[config.mk]
export PLATFORM = sky130hd
export DESIGN_NAME = rcs_ctrl
export DESIGN_NICKNAME = d
export VERILOG_FILES = /design/src/verilog/rcs_pkg.sv /design/src/verilog/rcs_sync.sv /design/src/verilog/rcs_ctrl.sv
export SDC_FILE = /design/constraint.sdc
export NUM_CORES = 1
export LEC_CHECK = 0
export BUFFER_PORTS_ARGS = -buffer_cell sky130_fd_sc_hd__buf_2
export CAP_MARGIN = 20
export CORE_MARGIN = 4
export CORE_UTILIZATION = 30
export DETAILED_ROUTE_END_ITERATION = 10
export SLEW_MARGIN = 10
export SYNTH_ARGS = -nofsm -noshare
export SYNTH_HDL_FRONTEND = slang
export SYNTH_SLANG_ARGS = --single-unit
[constraint.sdc]
create_clock -name hclk -period 1.3 [get_ports hclk]
set_input_delay 0.26 -clock hclk [delete_from_list [all_inputs] [get_ports hclk]]
set_output_delay 0.26 -clock hclk [all_outputs]
set_load 0.02 [all_outputs]
[src/verilog/rcs_pkg.sv]
// package: register map, field layout and carrier types for recovered clock two control
package rcs_pkg;

	// ------------------------------------------------------------------
	// register map
	// ------------------------------------------------------------------
	localparam logic [7:0]  RCS_CTRL_OFFS   = 8'h18;  // recovered_clock_two_control
	localparam logic [7:0]  RCS_STAT_OFFS   = 8'h1c;  // live output status
	localparam logic [15:0] RCS_CTRL_RESET  = 16'h0000;
	localparam logic [15:0] RCS_CTRL_WMASK  = 16'hff37; // bits 7:6 and 3 read-only zero

	// ------------------------------------------------------------------
	// field positions inside the control word
	// ------------------------------------------------------------------
	localparam int RCS_EN_POS    = 15;
	localparam int RCS_SRC_LSB   = 11;
	localparam int RCS_FREQ_LSB  = 8;
	localparam int RCS_LVL_LSB   = 4;
	localparam int RCS_TYPE_LSB  = 0;

	// ------------------------------------------------------------------
	// legal codes
	// ------------------------------------------------------------------
	localparam logic [3:0] RCS_SRC_MAX   = 4'h3;   // ports zero to three
	localparam logic [2:0] RCS_FREQ_25   = 3'h0;
	localparam logic [2:0] RCS_FREQ_125  = 3'h1;
	localparam logic [2:0] RCS_FREQ_3125 = 3'h2;
	localparam logic [2:0] RCS_TYPE_SER  = 3'h0;
	localparam logic [2:0] RCS_TYPE_CU   = 3'h1;
	localparam int         RCS_PORTS     = 4;
	localparam int         RCS_SYNC_W    = 25;     // six link vectors plus squelch pin

	// squelch levels
	typedef enum logic [1:0]
	{
		RCS_SQ_AUTO  = 2'h0,
		RCS_SQ_RELAX = 2'h1,
		RCS_SQ_DOWN  = 2'h2,
		RCS_SQ_OFF   = 2'h3
	} rcs_level_t;

	// control word as stored
	typedef struct packed
	{
		logic             enable;
		logic [3:0]       src;
		logic [2:0]       freq;
		rcs_level_t       level;
		logic [2:0]       ctype;
	} rcs_ctrl_t;

	// per-port link state from the phy cores
	typedef struct packed
	{
		logic [RCS_PORTS-1:0] up;
		logic [RCS_PORTS-1:0] stable;
		logic [RCS_PORTS-1:0] gig_master;
		logic [RCS_PORTS-1:0] ten_meg;
		logic [RCS_PORTS-1:0] eee;
		logic [RCS_PORTS-1:0] lp_idle;
	} rcs_link_t;

	// steering towards the clock mux
	typedef struct packed
	{
		logic       out_en;
		logic [1:0] port;
		logic [2:0] freq;
		logic       copper;
	} rcs_out_t;

endpackage

[src/verilog/rcs_sync.sv]
// two flip-flop synchroniser bank for pin inputs
`timescale 1ns/1ps
module rcs_sync
#(
	parameter int W = rcs_pkg::RCS_SYNC_W
)
(
	input  wire logic         hclk,
	input  wire logic         hresetn,
	input  wire logic [W-1:0] din,
	output logic      [W-1:0] dout
);
	import rcs_pkg::*;

	typedef struct packed
	{
		logic [W-1:0] meta;
		logic [W-1:0] sync;
	} rcs_sync_st_t;

	rcs_sync_st_t s_r;
	rcs_sync_st_t s_nxt;

	// first stage feeds only the second stage
	always_comb
	begin
		s_nxt.meta = din;
		s_nxt.sync = s_r.meta;
	end

	// state register
	always_ff @(posedge hclk or negedge hresetn)
	begin
		if (!hresetn)
			s_r <= '0;
		else
			s_r <= s_nxt;
	end

	assign dout = s_r.sync;
endmodule

[src/verilog/rcs_ctrl.sv]
// recovered clock two control: register, squelch logic and ahb-lite slave
// What this block does
// - output driven only when enable bit set
// - source field picks port zero to three
// - frequency field picks 25, 125, 31.25 MHz
// - level 00 squelches down, unstable, master, 10M, eee
// - level 01 allows master, 10M, lp idle
// - level 10 squelches only on link down
// - level 11 never squelches automatically
// - squelch pin high forces output off
// - type field picks serial or copper clock
//
// Chosen here: the AHB-Lite register port.
`timescale 1ns/1ps
module rcs_ctrl
(
	input  wire logic              hclk,
	input  wire logic              hresetn,
	input  wire logic              hsel,
	input  wire logic [31:0]       haddr,
	input  wire logic [1:0]        htrans,
	input  wire logic              hwrite,
	input  wire logic [2:0]        hsize,
	input  wire logic [31:0]       hwdata,
	input  wire logic              hready,
	output logic      [31:0]       hrdata,
	output logic                   hreadyout,
	output logic                   hresp,
	input  wire rcs_pkg::rcs_link_t link_pin,
	input  wire logic              squelch_in,
	output rcs_pkg::rcs_out_t      rclk2
);
	import rcs_pkg::*;

	// ------------------------------------------------------------------
	// state
	// ------------------------------------------------------------------
	typedef struct packed
	{
		rcs_ctrl_t   ctrl;
		logic        wr_pend;   // data phase of a write to the control word
		logic [31:0] rdata;
		logic        ready;
		rcs_out_t    out;
	} rcs_state_t;

	rcs_state_t s_r;
	rcs_state_t s_nxt;

	rcs_link_t   link;
	logic        ext_sq;
	logic [24:0] sync_q;

	// ------------------------------------------------------------------
	// pin synchronisers
	// ------------------------------------------------------------------
	rcs_sync #(.W(RCS_SYNC_W)) u_sync
	(
		.hclk    (hclk),
		.hresetn (hresetn),
		.din     ({squelch_in, link_pin}),
		.dout    (sync_q)
	);

	assign link   = sync_q[23:0];
	assign ext_sq = sync_q[24];

	// ------------------------------------------------------------------
	// squelch decision for the selected port
	// ------------------------------------------------------------------
	logic [1:0] sel;
	logic       p_up;
	logic       p_stable;
	logic       p_gm;
	logic       p_10m;
	logic       p_eee;
	logic       p_lpi;
	logic       codes_ok;
	logic       auto_sq;
	logic       drive;

	// selected port's link vector
	always_comb
	begin
		sel      = s_r.ctrl.src[1:0];
		p_up     = link.up[sel];
		p_stable = link.stable[sel];
		p_gm     = link.gig_master[sel];
		p_10m    = link.ten_meg[sel];
		p_eee    = link.eee[sel];
		p_lpi    = link.lp_idle[sel];
	end

	// reserved codes leave the output off
	assign codes_ok = (s_r.ctrl.src <= RCS_SRC_MAX)
		&& (s_r.ctrl.freq <= RCS_FREQ_3125)
		&& (s_r.ctrl.ctype <= RCS_TYPE_CU);

	// automatic squelch per level
	always_comb
	begin
		unique case (s_r.ctrl.level)
			RCS_SQ_AUTO:  auto_sq = !p_up || !p_stable || p_gm || p_10m || p_eee;
			RCS_SQ_RELAX: auto_sq = !p_up || !p_stable || (p_eee && !p_lpi);
			RCS_SQ_DOWN:  auto_sq = !p_up;
			RCS_SQ_OFF:   auto_sq = 1'b0;
		endcase
	end

	// pin squelch overrides everything
	assign drive = s_r.ctrl.enable && codes_ok && !auto_sq && !ext_sq;

	// ------------------------------------------------------------------
	// bus slave and next state
	// ------------------------------------------------------------------
	logic        take;
	logic [15:0] cur_word;
	logic [15:0] new_word;

	assign take = hsel && htrans[1] && hready;

	always_comb
	begin
		s_nxt       = s_r;
		s_nxt.ready = 1'b1;
		cur_word    = {s_r.ctrl.enable, s_r.ctrl.src, s_r.ctrl.freq, 2'h0,
			s_r.ctrl.level, 1'b0, s_r.ctrl.ctype};
		new_word    = (cur_word & ~RCS_CTRL_WMASK) | (hwdata[15:0] & RCS_CTRL_WMASK);
		// write data phase updates the control word
		if (s_r.wr_pend)
		begin
			s_nxt.ctrl.enable = new_word[RCS_EN_POS];
			s_nxt.ctrl.src    = new_word[RCS_SRC_LSB +: 4];
			s_nxt.ctrl.freq   = new_word[RCS_FREQ_LSB +: 3];
			s_nxt.ctrl.level  = rcs_level_t'(new_word[RCS_LVL_LSB +: 2]);
			s_nxt.ctrl.ctype  = new_word[RCS_TYPE_LSB +: 3];
		end
		s_nxt.wr_pend = take && hwrite && (haddr[7:0] == RCS_CTRL_OFFS);
		// read data prepared in the address phase, forwarding a write in flight
		if (take && !hwrite)
		begin
			if (haddr[7:0] == RCS_CTRL_OFFS)
				s_nxt.rdata = {16'h0000, s_nxt.ctrl.enable, s_nxt.ctrl.src, s_nxt.ctrl.freq,
					2'h0, s_nxt.ctrl.level, 1'b0, s_nxt.ctrl.ctype};
			else if (haddr[7:0] == RCS_STAT_OFFS)
				s_nxt.rdata = {26'h0000000, ext_sq, auto_sq, codes_ok, s_r.out.out_en,
					s_r.out.copper, s_r.out.port[0]};
			else
				s_nxt.rdata = 32'h00000000;
		end
		// clock mux steering
		s_nxt.out.out_en = drive;
		s_nxt.out.port   = sel;
		s_nxt.out.freq   = s_r.ctrl.freq;
		s_nxt.out.copper = (s_r.ctrl.ctype == RCS_TYPE_CU);
	end

	// state register
	always_ff @(posedge hclk or negedge hresetn)
	begin
		if (!hresetn)
		begin
			s_r       <= '0;
			s_r.ctrl  <= rcs_ctrl_t'(13'h0000);
		end
		else
			s_r <= s_nxt;
	end

	assign hrdata    = s_r.rdata;
	assign hreadyout = s_r.ready;
	assign hresp     = 1'b0;
	assign rclk2     = s_r.out;
endmodule

==> impl_summary.txt, run 1 <==
----------------------------------------------------
[Logic synthesis]
  Number of instances in the synthesized netlist ... 210
  Synth warnings ... 0
  Primary FF master, synth ... dfrtp_1
  Number of register bits inferred by synthesis ... between 80 and 90
  Share of the yosys chip area belonging to registers ... 69.3%
  Number of distinct library cells after synthesis ... 34
  EDFF count, synth ... 0
  Syn avg cell area ... around 15 sq um
  Synth Cell Area ... roughly 3100 sq um
  Share of async-settable or async-resettable flops after synthesis ... 100%

[Timing]
  Highest clock frequency the design can meet ... 706 MHz
  Final period util ... 109%
  Setup-violating endpoint count in the final report ... 2
  Min Clock Period, post-route ... 1.42 ns
  Final hold viol count ... 0
  Setup skew after layout ... about 0.011 ns
  Setup TNS ... -0.227 ns
  Pins Over Slew Limit ... 0
  Least setup slack across all paths after layout ... -0.117 ns
  RSZ-0062 raised after global routing ... yes

[Global route]
  Vias in the first global route ... between 1500 and 2000
  Largest net degree at the start of global routing ... 29
  Tot GR Track Use ... between 10% and 20%
  First-pass GRT wire length ... between 9000 and 10000 um
  Number of antenna violations at the first check in global routing ... 0
  Total congestion overflow after global routing ... 0

[Routing]
  Wire length per cell after detailed routing ... between 10 and 15 um
  Violation count after the first detailed-route iteration ... 62
  Post-route DRC ... 0
  Iteration count of the initial detailed-routing pass ... 4
  Final antenna-violating net count ... 0
  Post-Route WL ... roughly 6000 um
  Vias ... ~1800
  Routed vias/inst ... a little over 4

[Worst setup path]
  Data required, critical path ... between 1.5 and 2 ns
  Endpoint arrival time on the critical path ... about 1.7 ns
  Startpoint type of the worst setup path ... flip-flop
  Slowest-stage cell, CP ... dfrtp_2
  List of cells traversed by the critical path ... nor4b_4 -> or3_1 -> a32oi_2 -> a31o_1
  Worst-path fanout max ... 7
  Setup Crit Path Kind ... reg2reg
  Maximum cell stage delay along the critical path ... around 0.48 ns
  Category of the worst setup path capture point ... flip-flop

[Layout]
  Most frequent standard cell in the layout excluding fill and tap cells ... dfrtp_1
  Signed area change from the synthesized netlist to the final layout ... 31.1%
  Most frequent cells in the layout ... dfrtp_1, buf_2, dlygate4sd3_1, conb_1, buf_4
  Share of layout cells above drive strength 1 ... ~44%
  Non-Filler Cell Area, Final ... between 4000 and 5000 sq um
  Post-layout net count ... 411
  Number of diodes added for antenna fixing ... 0
  Non-filler cells, final ... 450

[Placement]
  Placed cell areas ... 3570 sq um
  Number of placed instances, taps included ... approximately 410
  DP HPWL ... ~4400 um
  Input/output buffers ... 73
  Routability congestion estimate from global placement ... roughly 0.75

[Power and ir drop]
  Clock share of power ... between 30% and 40%
  Maximum ir drop on the vdd rail ... just under 1 mV
  Share of total power consumed by net switching ... between 20% and 30%
  Pleak ... 2.01 nW
  Switching power total ... ~1.2 mW
  Total internal power ... about 3.7 mW
  Overall power of the completed layout ... around 4.9 mW
  Power Dens Cells ... 1190 nW/um^2
  Comb power frac ... 6.7%
  Register share of total power ... 57.4%

[Floorplanning]
  Die Span X ... 110 um
  Die area ... 12000 sq um
  Initial core utilization ... between 30% and 40%
  Die Span Y ... between 100 and 150 um
  Row count ... 36
  Floorplan core area ... ~9900 sq um
  I/O pins ... 140

[Clock network]
  Insertion delay to the later sink of the worst-skew pair ... approximately 0.34 ns
  Number of clock sinks ... 86
  Clock Tree Root ... clkbuf_8
  TritonCTS clock tree ... built
  Number of levels the H-tree was split into ... 3
  Clock buffer depth ... 2
  Clock buffer count from CTS ... 9
  Clock-pin transition on the worst setup and hold timing paths ... ~0.08 ns

[Run]
  Max-cap violation count ... 0

[Run status]
  Failing checks ... negative setup slack
  Status ... finished with violations

[Hold path]
  Worst hold path type ... in2reg

----------------------------------------------------
area by class of cell:
type	instances	area, sq um
clock buffer	10	138
clock inverter	6	52.6
fill	923	5840
inverter	2	7.51
multi-input combinational	97	772
sequential	86	2160
tap	133	166
timing repair buffer	116	779
per-layer routing:
metal / part of all wire, % / vias to the layer above / track usage (%)
li1: - / 871 / -
met1: 42 / 871 / 13.4
met2: 49 / 78 / 17.5
met3: 8.1 / 5 / 3.99
met4: 0.80 / 0 / 2.67
met5: 0 / - / 0
power groups by stage:
stage	clock network, mW	logic [mW]	registers (mW)
CTS	1.84	0.315	2.79
global placement	0	0.265	2.84
finish	1.75	0.324	2.79
detailed placement	0	0.270	2.84
floorplan	0	0.136	2.83
global route	1.96	0.365	2.80
per-stage QoR:
stage,util [%],worst slack (ns),hold slack [ns]
floorplan,-,-0.0377,-0.0356
global placement,36.0,-0.255,0.194
detailed placement,36.0,-0.240,0.197
CTS,40.4,-0.138,0.00238
global route,41.1,-0.174,-0.00111
finish,41.1,-0.117,0.0268
cell families after synthesis:
logic type | after synthesis | synth area share [%]
DFF | 86 | 69.3
buffers and inverters | 45 | 10.6
and+or+nand+nor | 39 | 8.90
AOI/OAI and AO/OA | 20 | 4.71
muxes | 18 | 6.32
other | 2 | 0.242
final timing paths:
| check | startpoint | to | slack, ns | depth (start not counted) |
|---|---|---|---|---|
| min in group asynchronous | hresetn | u_sync.s_nxt[15]$_DFF_PN0_ | 0.36 | 2 |
| min reg2reg | u_sync.s_nxt[6]$_DFF_PN0_ | u_sync.dout[6]$_DFF_PN0_ | 0.34 | 0 |
| max in group asynchronous | hresetn | u_sync.s_nxt[18]$_DFF_PN0_ | 0.41 | 3 |
| min | link_pin[19] | u_sync.s_nxt[19]$_DFF_PN0_ | 0.03 | 1 |
| max reg2reg | cur_word[11]$_DFF_PN0_ | hrdata[4]$_DFFE_PN0P_ | -0.12 | 4 |
| max | cur_word[11]$_DFF_PN0_ | hrdata[4]$_DFFE_PN0P_ | -0.12 | 4 |
synthesized netlist by cell type (all sizes together), types with 2 or more instances:
master  instances  area, sq um
nor4            4         25.0
nand4b          2         17.5
conb            2         7.51
nor2            4         22.5
mux2           13          146
nor2b           4         25.0
dfrtp          86         2150
nand2           9         33.8
nor4b           5         73.8
nand3           3         15.0
o21ai           6         30.0
mux2i           5         50.1
nand3b          2         15.0
buf            42          317
a22o            8         70.1
nand4           2         18.8
state kept, by name, indices dropped and copies added (netlist names):
name,flops
cur_word,13
hrdata,14
hreadyout,1
rclk2,7
s_r,1
u_sync.dout,25
u_sync.s_nxt,25
worst max-delay path, delay by kind of cell, from the launching register on:
family	cells	cell delay, ns
flops	1	0.48
simple gates	2	0.51
compound gates	2	0.37
what timing repair did:
item,CTS,global route
hold buffers,15,6
pin swaps,3,1
hold endpoints to repair,39,6
setup buffers,1,0
gates resized for setup,14,5
endpoints found under the setup margin,4,8
(Power assumes the default switching activity.)
==> inputs of run 2 (changes only) <==
--- a/config.mk
+++ b/config.mk
@@ -10,6 +10,7 @@
 export CORE_MARGIN = 4
 export CORE_UTILIZATION = 30
 export DETAILED_ROUTE_END_ITERATION = 10
+export SETUP_SLACK_MARGIN = 0.5
 export SLEW_MARGIN = 10
 export SYNTH_ARGS = -nofsm -noshare
 export SYNTH_HDL_FRONTEND = slang
==> impl_summary.txt, run 2 (synthesized netlist as in run 1, its figures left out) <==
----------------------------------------------------
[Run status]
  Status ... finished with violations (unchanged)
  Failing checks ... negative hold slack, negative setup slack (was negative setup slack)

[Power and ir drop]
  Pleak ... 2.13 nW (was 2.01 nW)
  Maximum ir drop on the vdd rail ... 1.20 mV (was 0.969 mV)
  Power Dens Cells ... 1130 nW/um^2 (was 1190 nW/um^2)
  Overall power of the completed layout ... 4.97 mW (was 4.86 mW)

[Routing]
  Final antenna-violating net count ... 0 (unchanged)
  Vias ... 1901 (was 1825)
  Routed vias/inst ... 4.09 (was 4.06)
  Violation count after the first detailed-route iteration ... 38 (was 62)
  Wire length per cell after detailed routing ... 13.1 um (was 13.3 um)
  Post-Route WL ... 6090 um (was 6000 um)
  Post-route DRC ... 0 (unchanged)
  Iteration count of the initial detailed-routing pass ... 4 (unchanged)

[Clock network]
  TritonCTS clock tree ... built (unchanged)
  Clock buffer count from CTS ... 9 (unchanged)
  Clock buffer depth ... 2 (unchanged)
  Clock Tree Root ... clkbuf_8 (unchanged)
  Insertion delay to the later sink of the worst-skew pair ... 0.35 ns (was 0.34 ns)
  Number of levels the H-tree was split into ... 3 (unchanged)
  Clock-pin transition on the worst setup and hold timing paths ... 0.08 ns (about the same)
  Number of clock sinks ... 86 (unchanged)

[Layout]
  Combined flip-flop and latch cell area ... 2150 sq um (was 2160 sq um)
  Signed area change from the synthesized netlist to the final layout ... 41.3% (was 31.1%)
  Area of combinational cells with multiple inputs ... 811 sq um (was 772 sq um)
  Non-filler cells, final ... 465 (was 450)
  Share of layout cells above drive strength 1 ... 46.4% (was 44.5%)
  Post-layout net count ... 427 (was 411)
  Most frequent standard cell in the layout excluding fill and tap cells ... dfrtp_1 (unchanged)
  Most frequent cells in the layout ... dfrtp_1, buf_2, buf_4, buf_6, dlygate4sd3_1 (was dfrtp_1, buf_2, dlygate4sd3_1, conb_1, buf_4)
  Number of diodes added for antenna fixing ... 0 (unchanged)
  Count of filler cells inserted in the layout ... 923 (unchanged)

[Timing]
  Final period util ... 109% (about the same)
  Min Clock Period, post-route ... 1.42 ns (about the same)
  Final hold slack ... -0.213 ns (was 0.0268 ns)
  Final hold viol count ... 18 (was 0)
  Least setup slack across all paths after layout ... -0.116 ns (was -0.117 ns)
  Pins Over Slew Limit ... 0 (unchanged)
  RSZ-0062 raised after global routing ... yes (unchanged)
  Highest clock frequency the design can meet ... 706 MHz (about the same)
  Setup skew after layout ... 0.0110 ns (was 0.0109 ns)
  Setup-violating endpoint count in the final report ... 2 (unchanged)

[Run]
  Max-cap violation count ... 0 (unchanged)

[Worst setup path]
  Worst-path fanout max ... 8 (was 7)
  Endpoint arrival time on the critical path ... 1.71 ns (was 1.70 ns)
  Worst Reg2Reg Path Length in Cells ... 4 (unchanged)
  Data required, critical path ... 1.59 ns (was 1.58 ns)
  Category of the worst setup path capture point ... flip-flop (unchanged)
  Reg-to-reg setup timing slack ... -0.12 ns (about the same)
  Setup Crit Path Kind ... reg2reg (unchanged)
  Startpoint type of the worst setup path ... flip-flop (unchanged)

[Placement]
  Post-place setup slack ... -0.189 ns (was -0.240 ns)
  Input/output buffers ... 73 (unchanged)
  Number of placed instances, taps included ... 413 (was 412)
  Routability congestion estimate from global placement ... 0.770 (was 0.754)
  DP HPWL ... 4390 um (was 4370 um)

[Floorplanning]
  Initial core utilization ... 31.4% (unchanged)
  Floorplan core area ... 9910 sq um (unchanged)
  Row count ... 36 (unchanged)
  I/O pins ... 140 (unchanged)
  Die Span Y ... 110 um (unchanged)
  Die Span X ... 110 um (unchanged)
  Die area ... 12000 sq um (unchanged)

[Hold path]
  Worst hold path type ... in2async (was in2reg)

[Global route]
  Vias in the first global route ... 1980 (was 1922)
  First-pass GRT wire length ... 9870 um (was 9560 um)
  Tot GR Track Use ... 11.0% (was 10.7%)
  Number of antenna violations at the first check in global routing ... 1 (was 0)
  Largest net degree at the start of global routing ... 31 (was 29)
  Total congestion overflow after global routing ... 0 (unchanged)

----------------------------------------------------
[run 2: cell count changes in the layout (fill, tap and decap cells not counted), moves of 2 or more]
cell | before | now
buf_2 | 72 | 48
buf_6 | 3 | 26
buf_4 | 18 | 34
mux2_2 | 13 | 2
mux2_4 | 0 | 11
o21ai_0 | 5 | 1
o21ai_1 | 0 | 4
dfrtp_1 | 83 | 85
dfrtp_2 | 3 | 1
[run 2: metal layers]
layer / global-route usage [%] / wire length (um) / up-vias
li1: - / - / 895
met1: 13.1 / 2490 / 927
met5: 0 / 20 / -
met4: 2.49 / 40 / 2
met3: 4.46 / 421 / 8
met2: 18.5 / 3110 / 69
[run 2: worst max-delay path, cell delays in order (launching register included)]
cell,delay [ns]
dfrtp_2,0.47
nor4b_4,0.15
or3_1,0.36
a32oi_2,0.21
a31o_1,0.17
[run 2: stage by stage]
stage	instance area, sq um	setup TNS, ns	utilization [%]
final	4390	-0.226	44.3
after global routing	4390	-0.611	44.3
after CTS	4200	-0.265	42.4
after detailed placement	3650	-1.38	36.8
after global placement	3650	-1.18	36.8
after floorplan	3240	-0.0742	-
[run 2: layout make-up]
cell class | count | share of cell area [%]
clock buffer | 9 | 2.82
clock inverter | 6 | 1.57
inverter | 2 | 0.171
multi-input combinational | 97 | 18.5
sequential | 86 | 49.1
tap | 133 | 3.79
timing repair buffer | 132 | 24.1
[run 2: where the power goes]
part           internal, mW  switching [mW]  leakage [nW]
combinational         0.162           0.177         0.955
clock                 0.895           0.947        0.0965
sequential             2.76          0.0300          1.08
[run 2: final timing paths]
path,start,to
worst max-delay path,cur_word[11]$_DFF_PN0_,hrdata[4]$_DFFE_PN0P_
worst min-delay path,hresetn,u_sync.s_nxt[10]$_DFF_PN0_
worst max register to register,cur_word[11]$_DFF_PN0_,hrdata[4]$_DFFE_PN0P_
worst min register to register,u_sync.s_nxt[16]$_DFF_PN0_,u_sync.dout[16]$_DFF_PN0_
max in group asynchronous,hresetn,hrdata[1]$_DFFE_PN0P_
min in group hclk,link_pin[16],u_sync.s_nxt[16]$_DFF_PN0_
[run 2: what timing repair did]
item,CTS,global route
setup endpoints to repair,51,52
endpoints found under the hold margin,28,29
cloned,0,0
buffers inserted,11,5
hold buffers,10,11
pin swaps,1,2
resized for setup,53,7
